==> src/pkg/spd_defines.svh <==
// Constants of the serial program download port
`ifndef SPD_DEFINES_SVH
`define SPD_DEFINES_SVH

// Instruction opcodes (first byte of each four-byte instruction)
`define SPD_OP_ENABLE 8'ha1
`define SPD_OP_ERASE 8'ha2
`define SPD_OP_RD_PH 8'h10
`define SPD_OP_RD_PL 8'h11
`define SPD_OP_WR_PH 8'h20
`define SPD_OP_WR_PL 8'h21
`define SPD_OP_RD_EE 8'h30
`define SPD_OP_WR_EE 8'h31

// Second byte of the enable instruction, echoed while in step
`define SPD_SYNC_BYTE 8'h53
`define SPD_ERASED_BYTE 8'hff
`define SPD_FILL_BYTE 8'h00

// Address spaces: program words 0x000..0xfff, data bytes 0x000..0x1ff
`define SPD_PROG_WORDS 4096
`define SPD_EE_BYTES 512

// Host timing at 125 MHz
`define SPD_CLK_MHZ 125
`define SPD_T_WAIT_MS 20
`define SPD_WAIT_CYC (`SPD_T_WAIT_MS * `SPD_CLK_MHZ * 1000)
`define SPD_RST_PULSE_XTAL 2
`define SPD_SCK_MIN_XTAL 2
`define SPD_SCK_HALF_CYC 8

`endif

==> src/pkg/spd_pkg.sv <==
// Types shared by both ends of the serial program download port
`default_nettype none
package spd_pkg;
  typedef logic [7:0] spd_byte_t;
  typedef logic [31:0] spd_instr_t;
  typedef enum {HS_PULSE, HS_WAIT, HS_SHIFT, HS_PUSH, HS_IDLE} spd_host_state_e;
endpackage
`default_nettype wire

==> src/pkg/spd_if.sv <==
// Serial programming pins between programmer and device
`default_nettype none
interface spd_if;
  logic prog_rst_n;
  logic sck;
  logic mosi;
  logic miso;
  logic miso_oe;
  modport host (
    output prog_rst_n,
    output sck,
    output mosi,
    input miso,
    input miso_oe
  );
  modport dev (
    input prog_rst_n,
    input sck,
    input mosi,
    output miso,
    output miso_oe
  );
endinterface
`default_nettype wire

==> src/rtl/spd_buf.sv <==
// Shift-style FIFO with valid and ready on both sides
`default_nettype none
module spd_buf #(
  parameter int WIDTH = 32,
  parameter int DEPTH = 2
) (
  input wire logic i_sys_clk,
  input wire logic i_reset,
  input wire logic i_in_valid,
  input wire logic [WIDTH-1:0] i_in_data,
  output logic o_in_ready,
  output logic o_out_valid,
  output logic [WIDTH-1:0] o_out_data,
  input wire logic i_out_ready
);
  localparam int CW = $clog2(DEPTH + 1);

  logic [WIDTH-1:0] data_reg [DEPTH];
  logic [CW-1:0] count_reg;
  logic [CW-1:0] count_next;
  logic valid_reg;

  wire push = i_in_valid && o_in_ready;
  wire pop = valid_reg && i_out_ready;
  wire [CW-1:0] wr_idx = count_reg - CW'(pop);

  assign o_in_ready = (count_reg != CW'(DEPTH));
  assign count_next = count_reg + CW'(push) - CW'(pop);
  assign o_out_valid = valid_reg;
  assign o_out_data = data_reg[0];

  always_ff @(posedge i_sys_clk) begin
    if (i_reset) begin
      count_reg <= '0;
      valid_reg <= 1'b0;
    end else begin
      count_reg <= count_next;
      valid_reg <= (count_next != '0);
    end
  end

  // Head always sits in entry 0 so the output comes straight from a flop
  always_ff @(posedge i_sys_clk) begin
    for (int i = 0; i < DEPTH; i++) begin
      if (push && wr_idx == CW'(i)) begin
        data_reg[i] <= i_in_data;
      end else if (pop && i < DEPTH - 1) begin
        data_reg[i] <= data_reg[(i + 1) % DEPTH];
      end
    end
  end
endmodule
`default_nettype wire

==> src/rtl/spd_host.sv <==
// Programmer end: reset sequencing, clock generation, instruction framing
`include "spd_defines.svh"
`default_nettype none
module spd_host #(
  parameter int WAIT_CYC = `SPD_WAIT_CYC,
  parameter int RST_PULSE_CYC = `SPD_RST_PULSE_XTAL,
  parameter int SCK_HALF_CYC = `SPD_SCK_HALF_CYC
) (
  input wire logic i_sys_clk,
  input wire logic i_reset,
  spd_if.host link,
  input wire logic i_cmd_valid,
  input wire logic [31:0] i_cmd_word,
  output logic o_cmd_ready,
  output logic o_rsp_valid,
  output logic [31:0] o_rsp_word,
  input wire logic i_rsp_ready,
  output logic o_synced
);
  localparam int CW = $clog2(WAIT_CYC + 1);
  localparam int DW = $clog2(SCK_HALF_CYC + 1);
  localparam spd_pkg::spd_instr_t ENABLE_WORD =
    {`SPD_OP_ENABLE, `SPD_SYNC_BYTE, `SPD_FILL_BYTE, `SPD_FILL_BYTE};

  spd_pkg::spd_host_state_e state_reg;
  logic [CW-1:0] cnt_reg;
  logic [DW-1:0] div_reg;
  logic [4:0] bit_reg;
  spd_pkg::spd_instr_t tx_reg;
  spd_pkg::spd_instr_t rx_reg;
  logic sck_reg;
  logic mosi_reg;
  logic rst_pin_reg;
  logic [1:0] miso_sync_reg;
  logic is_en_reg;
  logic synced_reg;
  logic cmd_ready_reg;
  logic buf_ready;

  wire half_done = (div_reg == DW'(SCK_HALF_CYC - 1));
  wire last_bit = (bit_reg == 5'h1f);
  wire frame_end = (state_reg == spd_pkg::HS_SHIFT) && half_done && sck_reg && last_bit;
  wire echo_ok = (rx_reg[15:8] == `SPD_SYNC_BYTE);
  wire cmd_take = (state_reg == spd_pkg::HS_IDLE) && cmd_ready_reg && i_cmd_valid;
  wire push_valid = (state_reg == spd_pkg::HS_PUSH);

  assign link.prog_rst_n = rst_pin_reg;
  assign link.sck = sck_reg;
  assign link.mosi = mosi_reg;
  assign o_cmd_ready = cmd_ready_reg;
  assign o_synced = synced_reg;

  // MISO is another domain's pin, so it is synchronised before sampling
  always_ff @(posedge i_sys_clk) begin
    miso_sync_reg <= {miso_sync_reg[0], link.miso};
  end

  always_ff @(posedge i_sys_clk) begin
    if (i_reset) begin
      state_reg <= spd_pkg::HS_PULSE;
      cnt_reg <= '0;
      div_reg <= '0;
      bit_reg <= 5'h0;
      tx_reg <= '0;
      rx_reg <= '0;
      sck_reg <= 1'b0;
      mosi_reg <= 1'b0;
      rst_pin_reg <= 1'b0;
      is_en_reg <= 1'b0;
      synced_reg <= 1'b0;
      cmd_ready_reg <= 1'b0;
    end else begin
      case (state_reg)
        spd_pkg::HS_PULSE: begin
          sck_reg <= 1'b0;
          rst_pin_reg <= (cnt_reg != CW'(RST_PULSE_CYC));
          cnt_reg <= cnt_reg + 1'b1;
          if (cnt_reg == CW'(RST_PULSE_CYC)) begin
            cnt_reg <= '0;
            state_reg <= spd_pkg::HS_WAIT;
          end
        end
        spd_pkg::HS_WAIT: begin
          cnt_reg <= cnt_reg + 1'b1;
          if (cnt_reg == CW'(WAIT_CYC - 1)) begin
            state_reg <= spd_pkg::HS_SHIFT;
            tx_reg <= ENABLE_WORD;
            mosi_reg <= ENABLE_WORD[31];
            bit_reg <= 5'h0;
            div_reg <= '0;
            is_en_reg <= 1'b1;
          end
        end
        spd_pkg::HS_SHIFT: begin
          div_reg <= half_done ? '0 : div_reg + 1'b1;
          if (half_done && !sck_reg) begin
            sck_reg <= 1'b1;
            rx_reg <= {rx_reg[30:0], miso_sync_reg[1]};
          end else if (half_done) begin
            sck_reg <= 1'b0;
            bit_reg <= bit_reg + 5'h1;
            tx_reg <= {tx_reg[30:0], 1'b0};
            mosi_reg <= tx_reg[30];
          end
          if (frame_end && is_en_reg && echo_ok) begin
            state_reg <= spd_pkg::HS_IDLE;
            synced_reg <= 1'b1;
            cmd_ready_reg <= 1'b1;
          end else if (frame_end && is_en_reg) begin
            state_reg <= spd_pkg::HS_PULSE;
            cnt_reg <= '0;
          end else if (frame_end) begin
            state_reg <= spd_pkg::HS_PUSH;
          end
        end
        spd_pkg::HS_PUSH: begin
          if (buf_ready) begin
            state_reg <= spd_pkg::HS_IDLE;
            cmd_ready_reg <= 1'b1;
          end
        end
        spd_pkg::HS_IDLE: begin
          if (cmd_take) begin
            cmd_ready_reg <= 1'b0;
            state_reg <= spd_pkg::HS_SHIFT;
            tx_reg <= i_cmd_word;
            mosi_reg <= i_cmd_word[31];
            bit_reg <= 5'h0;
            div_reg <= '0;
            is_en_reg <= 1'b0;
          end
        end
        default: state_reg <= spd_pkg::HS_PULSE;
      endcase
    end
  end

  // A full answer buffer holds the next instruction back
  spd_buf #(
    .WIDTH(32),
    .DEPTH(2)
  ) u_rsp_buf (
    .i_sys_clk(i_sys_clk),
    .i_reset(i_reset),
    .i_in_valid(push_valid),
    .i_in_data(rx_reg),
    .o_in_ready(buf_ready),
    .o_out_valid(o_rsp_valid),
    .o_out_data(o_rsp_word),
    .i_out_ready(i_rsp_ready)
  );
endmodule
`default_nettype wire

==> src/flat_wrapper.sv <==
// flat-port wrapper written by rule: the top's interface ports become plain ports
module spd_host_flat 
#(
  parameter int WAIT_CYC = `SPD_WAIT_CYC,
  parameter int RST_PULSE_CYC = `SPD_RST_PULSE_XTAL,
  parameter int SCK_HALF_CYC = `SPD_SCK_HALF_CYC
)
  (i_sys_clk, i_reset, i_cmd_valid, i_cmd_word, o_cmd_ready, o_rsp_valid, o_rsp_word, i_rsp_ready, o_synced, link_prog_rst_n, link_sck, link_mosi, link_miso, link_miso_oe);
  spd_if link_i ();
  input wire logic i_sys_clk;
  input wire logic i_reset;
  input wire logic i_cmd_valid;
  input wire logic [31:0] i_cmd_word;
  output logic o_cmd_ready;
  output logic o_rsp_valid;
  output logic [31:0] o_rsp_word;
  input wire logic i_rsp_ready;
  output logic o_synced;
  output wire logic [$bits(link_i.prog_rst_n)-1:0] link_prog_rst_n;
  output wire logic [$bits(link_i.sck)-1:0] link_sck;
  output wire logic [$bits(link_i.mosi)-1:0] link_mosi;
  input wire logic [$bits(link_i.miso)-1:0] link_miso;
  input wire logic [$bits(link_i.miso_oe)-1:0] link_miso_oe;
  assign link_prog_rst_n = link_i.prog_rst_n;
  assign link_sck = link_i.sck;
  assign link_mosi = link_i.mosi;
  assign link_i.miso = link_miso;
  assign link_i.miso_oe = link_miso_oe;
  spd_host #(.WAIT_CYC(WAIT_CYC), .RST_PULSE_CYC(RST_PULSE_CYC), .SCK_HALF_CYC(SCK_HALF_CYC)) u_core (.i_sys_clk(i_sys_clk), .i_reset(i_reset), .link(link_i), .i_cmd_valid(i_cmd_valid), .i_cmd_word(i_cmd_word), .o_cmd_ready(o_cmd_ready), .o_rsp_valid(o_rsp_valid), .o_rsp_word(o_rsp_word), .i_rsp_ready(i_rsp_ready), .o_synced(o_synced));
endmodule
==> config.mk <==
export PLATFORM = sky130hd
export DESIGN_NAME = spd_host_flat
export DESIGN_NICKNAME = d
export VERILOG_FILES = /design/src/pkg/spd_pkg.sv /design/src/pkg/spd_if.sv /design/src/rtl/spd_buf.sv /design/src/rtl/spd_host.sv /design/src/flat_wrapper.sv
export VERILOG_INCLUDE_DIRS = /design/src /design/src/pkg
export SDC_FILE = /design/constraint.sdc
export NUM_CORES = 1
export LEC_CHECK = 0
export BUFFER_PORTS_ARGS = -buffer_cell sky130_fd_sc_hd__buf_2
export CAP_MARGIN = 25
export CORE_MARGIN = 3
export CORE_UTILIZATION = 51
export CTS_BUF_LIST = sky130_fd_sc_hd__clkbuf_16
export CTS_CLUSTER_SIZE = 25
export DETAILED_ROUTE_END_ITERATION = 10
export PLACE_DENSITY = 0.83
export SLEW_MARGIN = 10
export SYNTH_ARGS = -nofsm -noshare
export SYNTH_HDL_FRONTEND = slang
export SYNTH_SLANG_ARGS = --single-unit
==> constraint.sdc <==
create_clock -name i_sys_clk -period 8.61 [get_ports i_sys_clk]
set_input_delay 0.4305 -clock i_sys_clk [delete_from_list [all_inputs] [get_ports i_sys_clk]]
set_output_delay 0.4305 -clock i_sys_clk [all_outputs]
set_load 0.05 [all_outputs]
Word level (Yosys, flattened, before mapping):

Memories as Yosys holds them, arrays and structs flattened.
Index checks and enable logic that the tools add are counted.
Widths: inputs -> output; s select.

* flip-flop bits (word level): 137
* RAM bits: 64
* input bits: 38
* output and inout bits: 38
* word-level logic and storage cells: 130
* memories: 1

Memory list
* u_core.u_rsp_buf.data_reg: words 2, width 32, rd ports 2, clocked after memory_dff 0, wr ports 1, RTL line spd_buf.sv:18 `logic [WIDTH-1:0] data_reg [DEPTH];`

* add/subtract/negate cells: 6
* equality and inequality tests: 26
* muxes and demuxes: 50
* bitwise logic cells: 1
* reduce and logical (&&, ||, !) cells: 31

Operators with widths (count)
* $mux 32: 9
* $pmux 32 s5: 1
* $mux 31: 4
* $eq 32x3->1 const B: 3
* $pmux 31 s3: 1
* $mux 22: 3
* $pmux 22 s3: 1
* $eq 32x2->1 const B: 2
* $eq 32x1->1 const B: 1
* $eq 32x4->1 const B: 1
* $logic_not 32->1: 1
* $reduce_or 32->1: 1
* $add 22x1->22 const B: 1
* $eq 22x2->1 const B: 1
* $eq 22x22->1 const B: 1
* $ne 22x2->1 const B: 1
* $mux 5: 4
* $mux 1: 18
* $pmux 5 s3: 1
* $logic_and 1x1->1: 12
* $mux 4: 3
* $ne 2x1->1 const B: 6
* $pmux 4 s3: 1
* $reduce_and 5->1: 2
* other kinds (21): 35

Depth between registers and ports, before layout:

* word-level depth: 8
* depth in mapped cells: 10
* depth with buffers taken out: 10

Modules after synthesis:

A second synthesis with hierarchy kept.

* cell total of the unflattened synthesis: 706
* area, all modules: 7596.0 µm²

By module, submodules not included
* spd_host: instances 1, cells each 553, area an instance 4850.9 µm², sequential area each 2102.0 µm²
* spd_buf: instances 1, cells each 153, area an instance 2745.1 µm², sequential area each 1981.9 µm²

Worst setup path before layout:

No wires, ideal clock.

* kind: register to register
* start point: register u_core.u_rsp_buf.valid_reg, in the netlist u_core.u_rsp_buf.o_out_valid
* end point: memory u_core.u_rsp_buf.data_reg[1][0], in the netlist u_core.u_rsp_buf.data_reg[0][32] (enable)
* setup time: 421 ps
* data arrival time: 2648 ps
* data required time: 8189 ps
* path slack: 5541 ps
* stages on the path, launching flop included: 7
* path buffers: 0
* period minus slack after synthesis: 3069 ps
* cells stage by stage: dfxtp_1 > and2_1 > ha_1 > nand3_1 > o21ai_0 > nand3_1 > nor2_1

* word-level cells in the longest chain between the ends: 8
* elaborated cells between the ends (all ways): 17
* classes of those cells: add/sub (1); eq/ne (1); mux (9); bitwise (1); reduce/logical (5)

RTL lines
* from (decl): RTL line spd_buf.sv:21 `logic valid_reg;`
* from (signal assigned): RTL line spd_buf.sv:38 `valid_reg <= (count_next != '0);`
* $logic_and 1x1->1 (*): RTL line spd_buf.sv:24 `wire pop = valid_reg && i_out_ready;`
* $sub 2x1->2: RTL line spd_buf.sv:25 `wire [CW-1:0] wr_idx = count_reg - CW'(pop);`
* $eq 2x1->1 or $logic_not 2->1 (tied branches): RTL line spd_buf.sv:45 `if (push && wr_idx == CW'(i)) begin`
* $logic_and 1x1->1: RTL line spd_buf.sv:45
* $mux 1: RTL line spd_buf.sv:45
* $mux 1 (on tied branches): RTL line spd_buf.sv:46, spd_buf.sv:48
* $reduce_or 32->1 (no line) or $or 1x1->1 (tied branches)
* $mux 1 (no line)
* to (decl): RTL line spd_buf.sv:18

Every way passes the cells marked *; elsewhere a longest branch is shown, timed or not.

Final worst setup path:

* start point: register u_core.cnt_reg[5]
* end point: register u_core.tx_reg[23]

* word-level cells in the longest chain between the ends: 3

RTL lines
* from (decl): RTL line spd_host.sv:26 `logic [CW-1:0] cnt_reg;`
* from (signal assigned): RTL line spd_host.sv:77 `cnt_reg <= cnt_reg + 1'b1;`
* from (signal assigned): RTL line spd_host.sv:84 `cnt_reg <= cnt_reg + 1'b1;`
* $eq 22x22->1: RTL line spd_host.sv:85 `if (cnt_reg == CW'(WAIT_CYC - 1)) begin`
* $ne 2x1->1 (no line)
* $reduce_and 5->1 (no line)
* to (signal assigned): RTL line spd_host.sv:102 `tx_reg <= {tx_reg[30:0], 1'b0};`
* to (signal assigned): RTL line spd_host.sv:126 `tx_reg <= i_cmd_word;`
* to (decl): RTL line spd_host.sv:29 `spd_pkg::spd_instr_t tx_reg;`

Every way passes these cells.
A chain may end at the register's enable or synchronous reset.

==> results.txt <==
- The run finished with clean final reports.
- Clock share of power: 39.9%
- Most used DFF post-synth: dfxtp_1
- Worst Max-Slew Pin Slew: 1.08 ns
- Via count: 5427
- Routed length per placed instance: 15.5 um
- Post-layout nets: 796
- Clock skew: 0.00876 ns
* Element type at the critical path end: flip-flop
- Data required time at the worst endpoint: 8.87 ns
* Area of the die: 16000 sq um
- Worst min-delay path category: input pin to flip-flop
- Critical path arrival: 3.44 ns
- Once the floorplan was initialized, standard cells occupied 52.7% of the core.
- Power spread over the standard cell area amounts to 216 nW/um^2.
- Highest achievable clock rate: 314 MHz
- Final-report max-slew violation count: 0
- Largest incremental delay on the critical path: 0.94 ns
* Number of CTS-inserted buffers: 17
* Core Region: 14000 sq um
- First drt pass iteration count: 5
- Worst Setup Start Kind: flip-flop
- The slowest stage of the critical path belongs to the cell nand2_1.
- Number of setup buffers added after CTS: 0
- CTS H-Tree Depth: 4
* Sequential share of power: 49.9%
- In this run switching power makes up 25.5% of total power.
* Clock latency of the later-clocked register in the worst-skew pair: 0.42 ns
- Relative to the synthesized area, the layout overhead comes to 11.1%.
* Post-Synthesis Cell Area: 7400 sq um
- Vias in the first global route: 5065
- For this run the aggregate overflow at the end of global routing stands at 0.
- Met1 Use GR: 24.9%
- In this run the vertical extent of the chip is 126 um.
- The number of antenna violations at the first check in global routing was 0.
- Max rail drop VDD: 0.115 mV
- Busiest grt layer: met2
- Critical path fanouts, max: 24
- Routed Wire Length: 14600 um
- The first global-routing pass estimated 24700 um of wire.
- Buffers inserted to repair hold after CTS numbered 0.
- For met2 alone, demand over resource in global routing was 30.2%.
- Proportion of power drawn by combinational gates: 10.2%
- Once detail routing completed, the nets flagged for antenna violations numbered 0.
- The congestion estimate from routability-driven global placement came to 0.831.
- Entering global routing, the biggest net connects 83 pins.
* CTS tree: done
* Netlist cell types: 52
- Fill cells in the final layout number 1206.
- Setup violators final: 0
* Share of final-layout standard cells stronger than drive strength 1: 20.5%
- Number of gates resized after CTS: 0
- The worst pin sits at a relative slew slack of 28.2%.
- Buffer and inverter count on the worst path: 0
- Counting every instance in the synthesized netlist gives 724.
* Largest register FFs: 64
- P_int: 1.32 mW
- Std-Cell Rows: 43
- Max-cap violations in this run came to 0.
- The routed design could run at a clock period as short as 3.19 ns.
- The final hold violation count is 0.
* Number of placed I/O pins: 76
- Type of the setup path with the least slack: flip-flop to flip-flop
- For this run, the number of Yosys warnings is 0.
* Post-Synthesis Net Count: 770
* Cell chain of the critical path: or4_1 -> nor3_1 -> nand3_1 -> nand2_1 -> a211oi_1
* Accumulated negative setup slack: 0 ns
* Lkg Pwr: 2.84 nW
- In the routed design, unresolved DRC markers number 0.
- Maximum clock insertion buffer count: 2
- HPWL after detailed placement: 8670 um
- Dividing the synthesized area by the synthesized cell count gives 10.2 sq um.
* Fraction of the yosys area taken by sequential cells: 55.2%
- Buffers on Ports: 74
- Count of flip-flops with a built-in enable after synthesis: 64
- Counting flops and latches in the post-synthesis netlist gives 172.
- DRT iter0 DRCs: 498
* Overall global routing resource usage: 18.7%
- Once layout is complete, the utilization of the core stands at 58.6%.
- The analysis attributes to net switching a power of 0.454 mW.
* Family with the most delay on the worst path: simple AND/OR/NAND/NOR gates
- From left edge to right edge, the die measures 126 um.
- Unrepaired setup endpoints after global routing: false
* Met3 track demand over resource in global routing: 4.25%
- After clock tree synthesis, the clock-pin slew on the worst setup and hold paths is 0.07 ns.
* Cell chosen for the clock root: clkbuf_16
- Vias per std cell: 5.76
- The repair_antennas step left the layout with diodes totalling 0.
- Number of clock sinks: 172
- Share of async-settable or async-resettable flops after synthesis: 0%
- Share of the cycle needed by the critical path after routing: 37.0%
-- Yosys cell counts (all sizes together) (2+ instances only) --
cell,instances,area (sq um)
dfxtp,108,2160
nand2,87,327
a21oi,74,378
edfxtp,64,1920
buf,54,357
nand3,33,165
nor3,33,176
mux2,32,360
a211oi,26,195
a22oi,25,188
clkbuf,24,90.1
nor2,19,71.3
o21ai,19,95.1
or3,16,100
inv,13,48.8
nand4,9,56.3
ha,8,100
o22ai,8,50.1
a22o,7,61.3
or4,7,52.6
a31oi,6,37.5
and3,5,31.3
o31ai,5,42.5
and2,4,25.0
nand2b,4,25.0
nor2b,4,25.0
nor4,4,25.0
xnor2,3,26.3
a211o,2,17.5
a32oi,2,17.5
nor3b,2,25.0
nor4bb,2,20.0
or2,2,12.5
-- power groups by stage --
| stage | Clock [mW] | Combinational, mW | Sequential [mW] |
|---|---|---|---|
| CTS | 0.724 | 0.183 | 0.888 |
| global route | 0.761 | 0.195 | 0.890 |
| floorplan | 0 | 0.151 | 0.909 |
| finish | 0.711 | 0.181 | 0.887 |
| global placement | 0 | 0.179 | 0.904 |
| detailed placement | 0 | 0.182 | 0.906 |
-- path summary, 6_finish.rpt --
check | startpoint | to | slack [ns] | cells past startpoint
max | u_core.cnt_reg[5]$_SDFFE_PP0P_ | u_core.tx_reg[23]$_SDFFE_PP0P_ | 5.42 | 5
min | link_miso | u_core.miso_sync_reg[0]$_DFF_P_ | 0.11 | 1
max reg2reg | u_core.cnt_reg[5]$_SDFFE_PP0P_ | u_core.tx_reg[23]$_SDFFE_PP0P_ | 5.42 | 5
min reg2reg | u_core.miso_sync_reg[0]$_DFF_P_ | u_core.miso_sync_reg[1]$_DFF_P_ | 0.33 | 0
-- layout by cell type, fill, tap and decap left out, drive strengths merged, types with 25 or more instances in the layout --
cell type / count
dfxtp: 108
nand2: 87
buf: 85
a21oi: 74
edfxtp: 64
nand3: 33
nor3: 33
mux2: 32
a211oi: 26
a22oi: 25
-- layer usage --
metal	part of all wire (%)	vias up
met5	0	-
met3	4.7	24
met2	49	134
li1	-	2688
met1	45	2581
met4	1.5	0
-- worst reg2reg max path: stages (launching register included) --
cell and delay [ns]:
dfxtp_1 0.38, or4_1 0.61, nor3_1 0.27, nand3_1 0.64, nand2_1 0.94, a211oi_1 0.19
-- area by class of cell --
cell class	instances	area [sq um]	area share (%)
clock inverters	14	120	1.46
repair buffers	85	480	5.84
clock buffers	17	425	5.17
well taps	180	225	2.74
inverters	13	48.8	0.593
flip-flops and latches	172	4080	49.6
multi-input cells	461	2840	34.6
-- kinds of logic after synthesis --
logic type / Yosys count / share of synthesized area [%]
AO/OA/AOI/OAI: 180 / 15.3
adder cells (fa/ha/maj): 8 / 1.35
AND/OR/NAND/NOR: 236 / 16.0
buffers and inverters: 91 / 6.69
XOR/XNOR: 4 / 0.473
flip-flops: 172 / 55.2
multiplexers: 33 / 5.00
-- stage by stage --
stage | hold WS [ns] | power, mW | instance area (sq um) | cells | setup WS [ns]
global route | 0.0913 | 1.85 | 8230 | 942 | 5.19
floorplan | 0.310 | 1.06 | 7400 | 724 | 5.54
global placement | 0.320 | 1.08 | 7640 | 909 | 5.49
finish | 0.108 | 1.78 | 8230 | 942 | 5.42
detailed placement | 0.323 | 1.09 | 7670 | 910 | 5.49
CTS | 0.0914 | 1.79 | 8210 | 941 | 5.44
(Power assumes the default switching activity.)
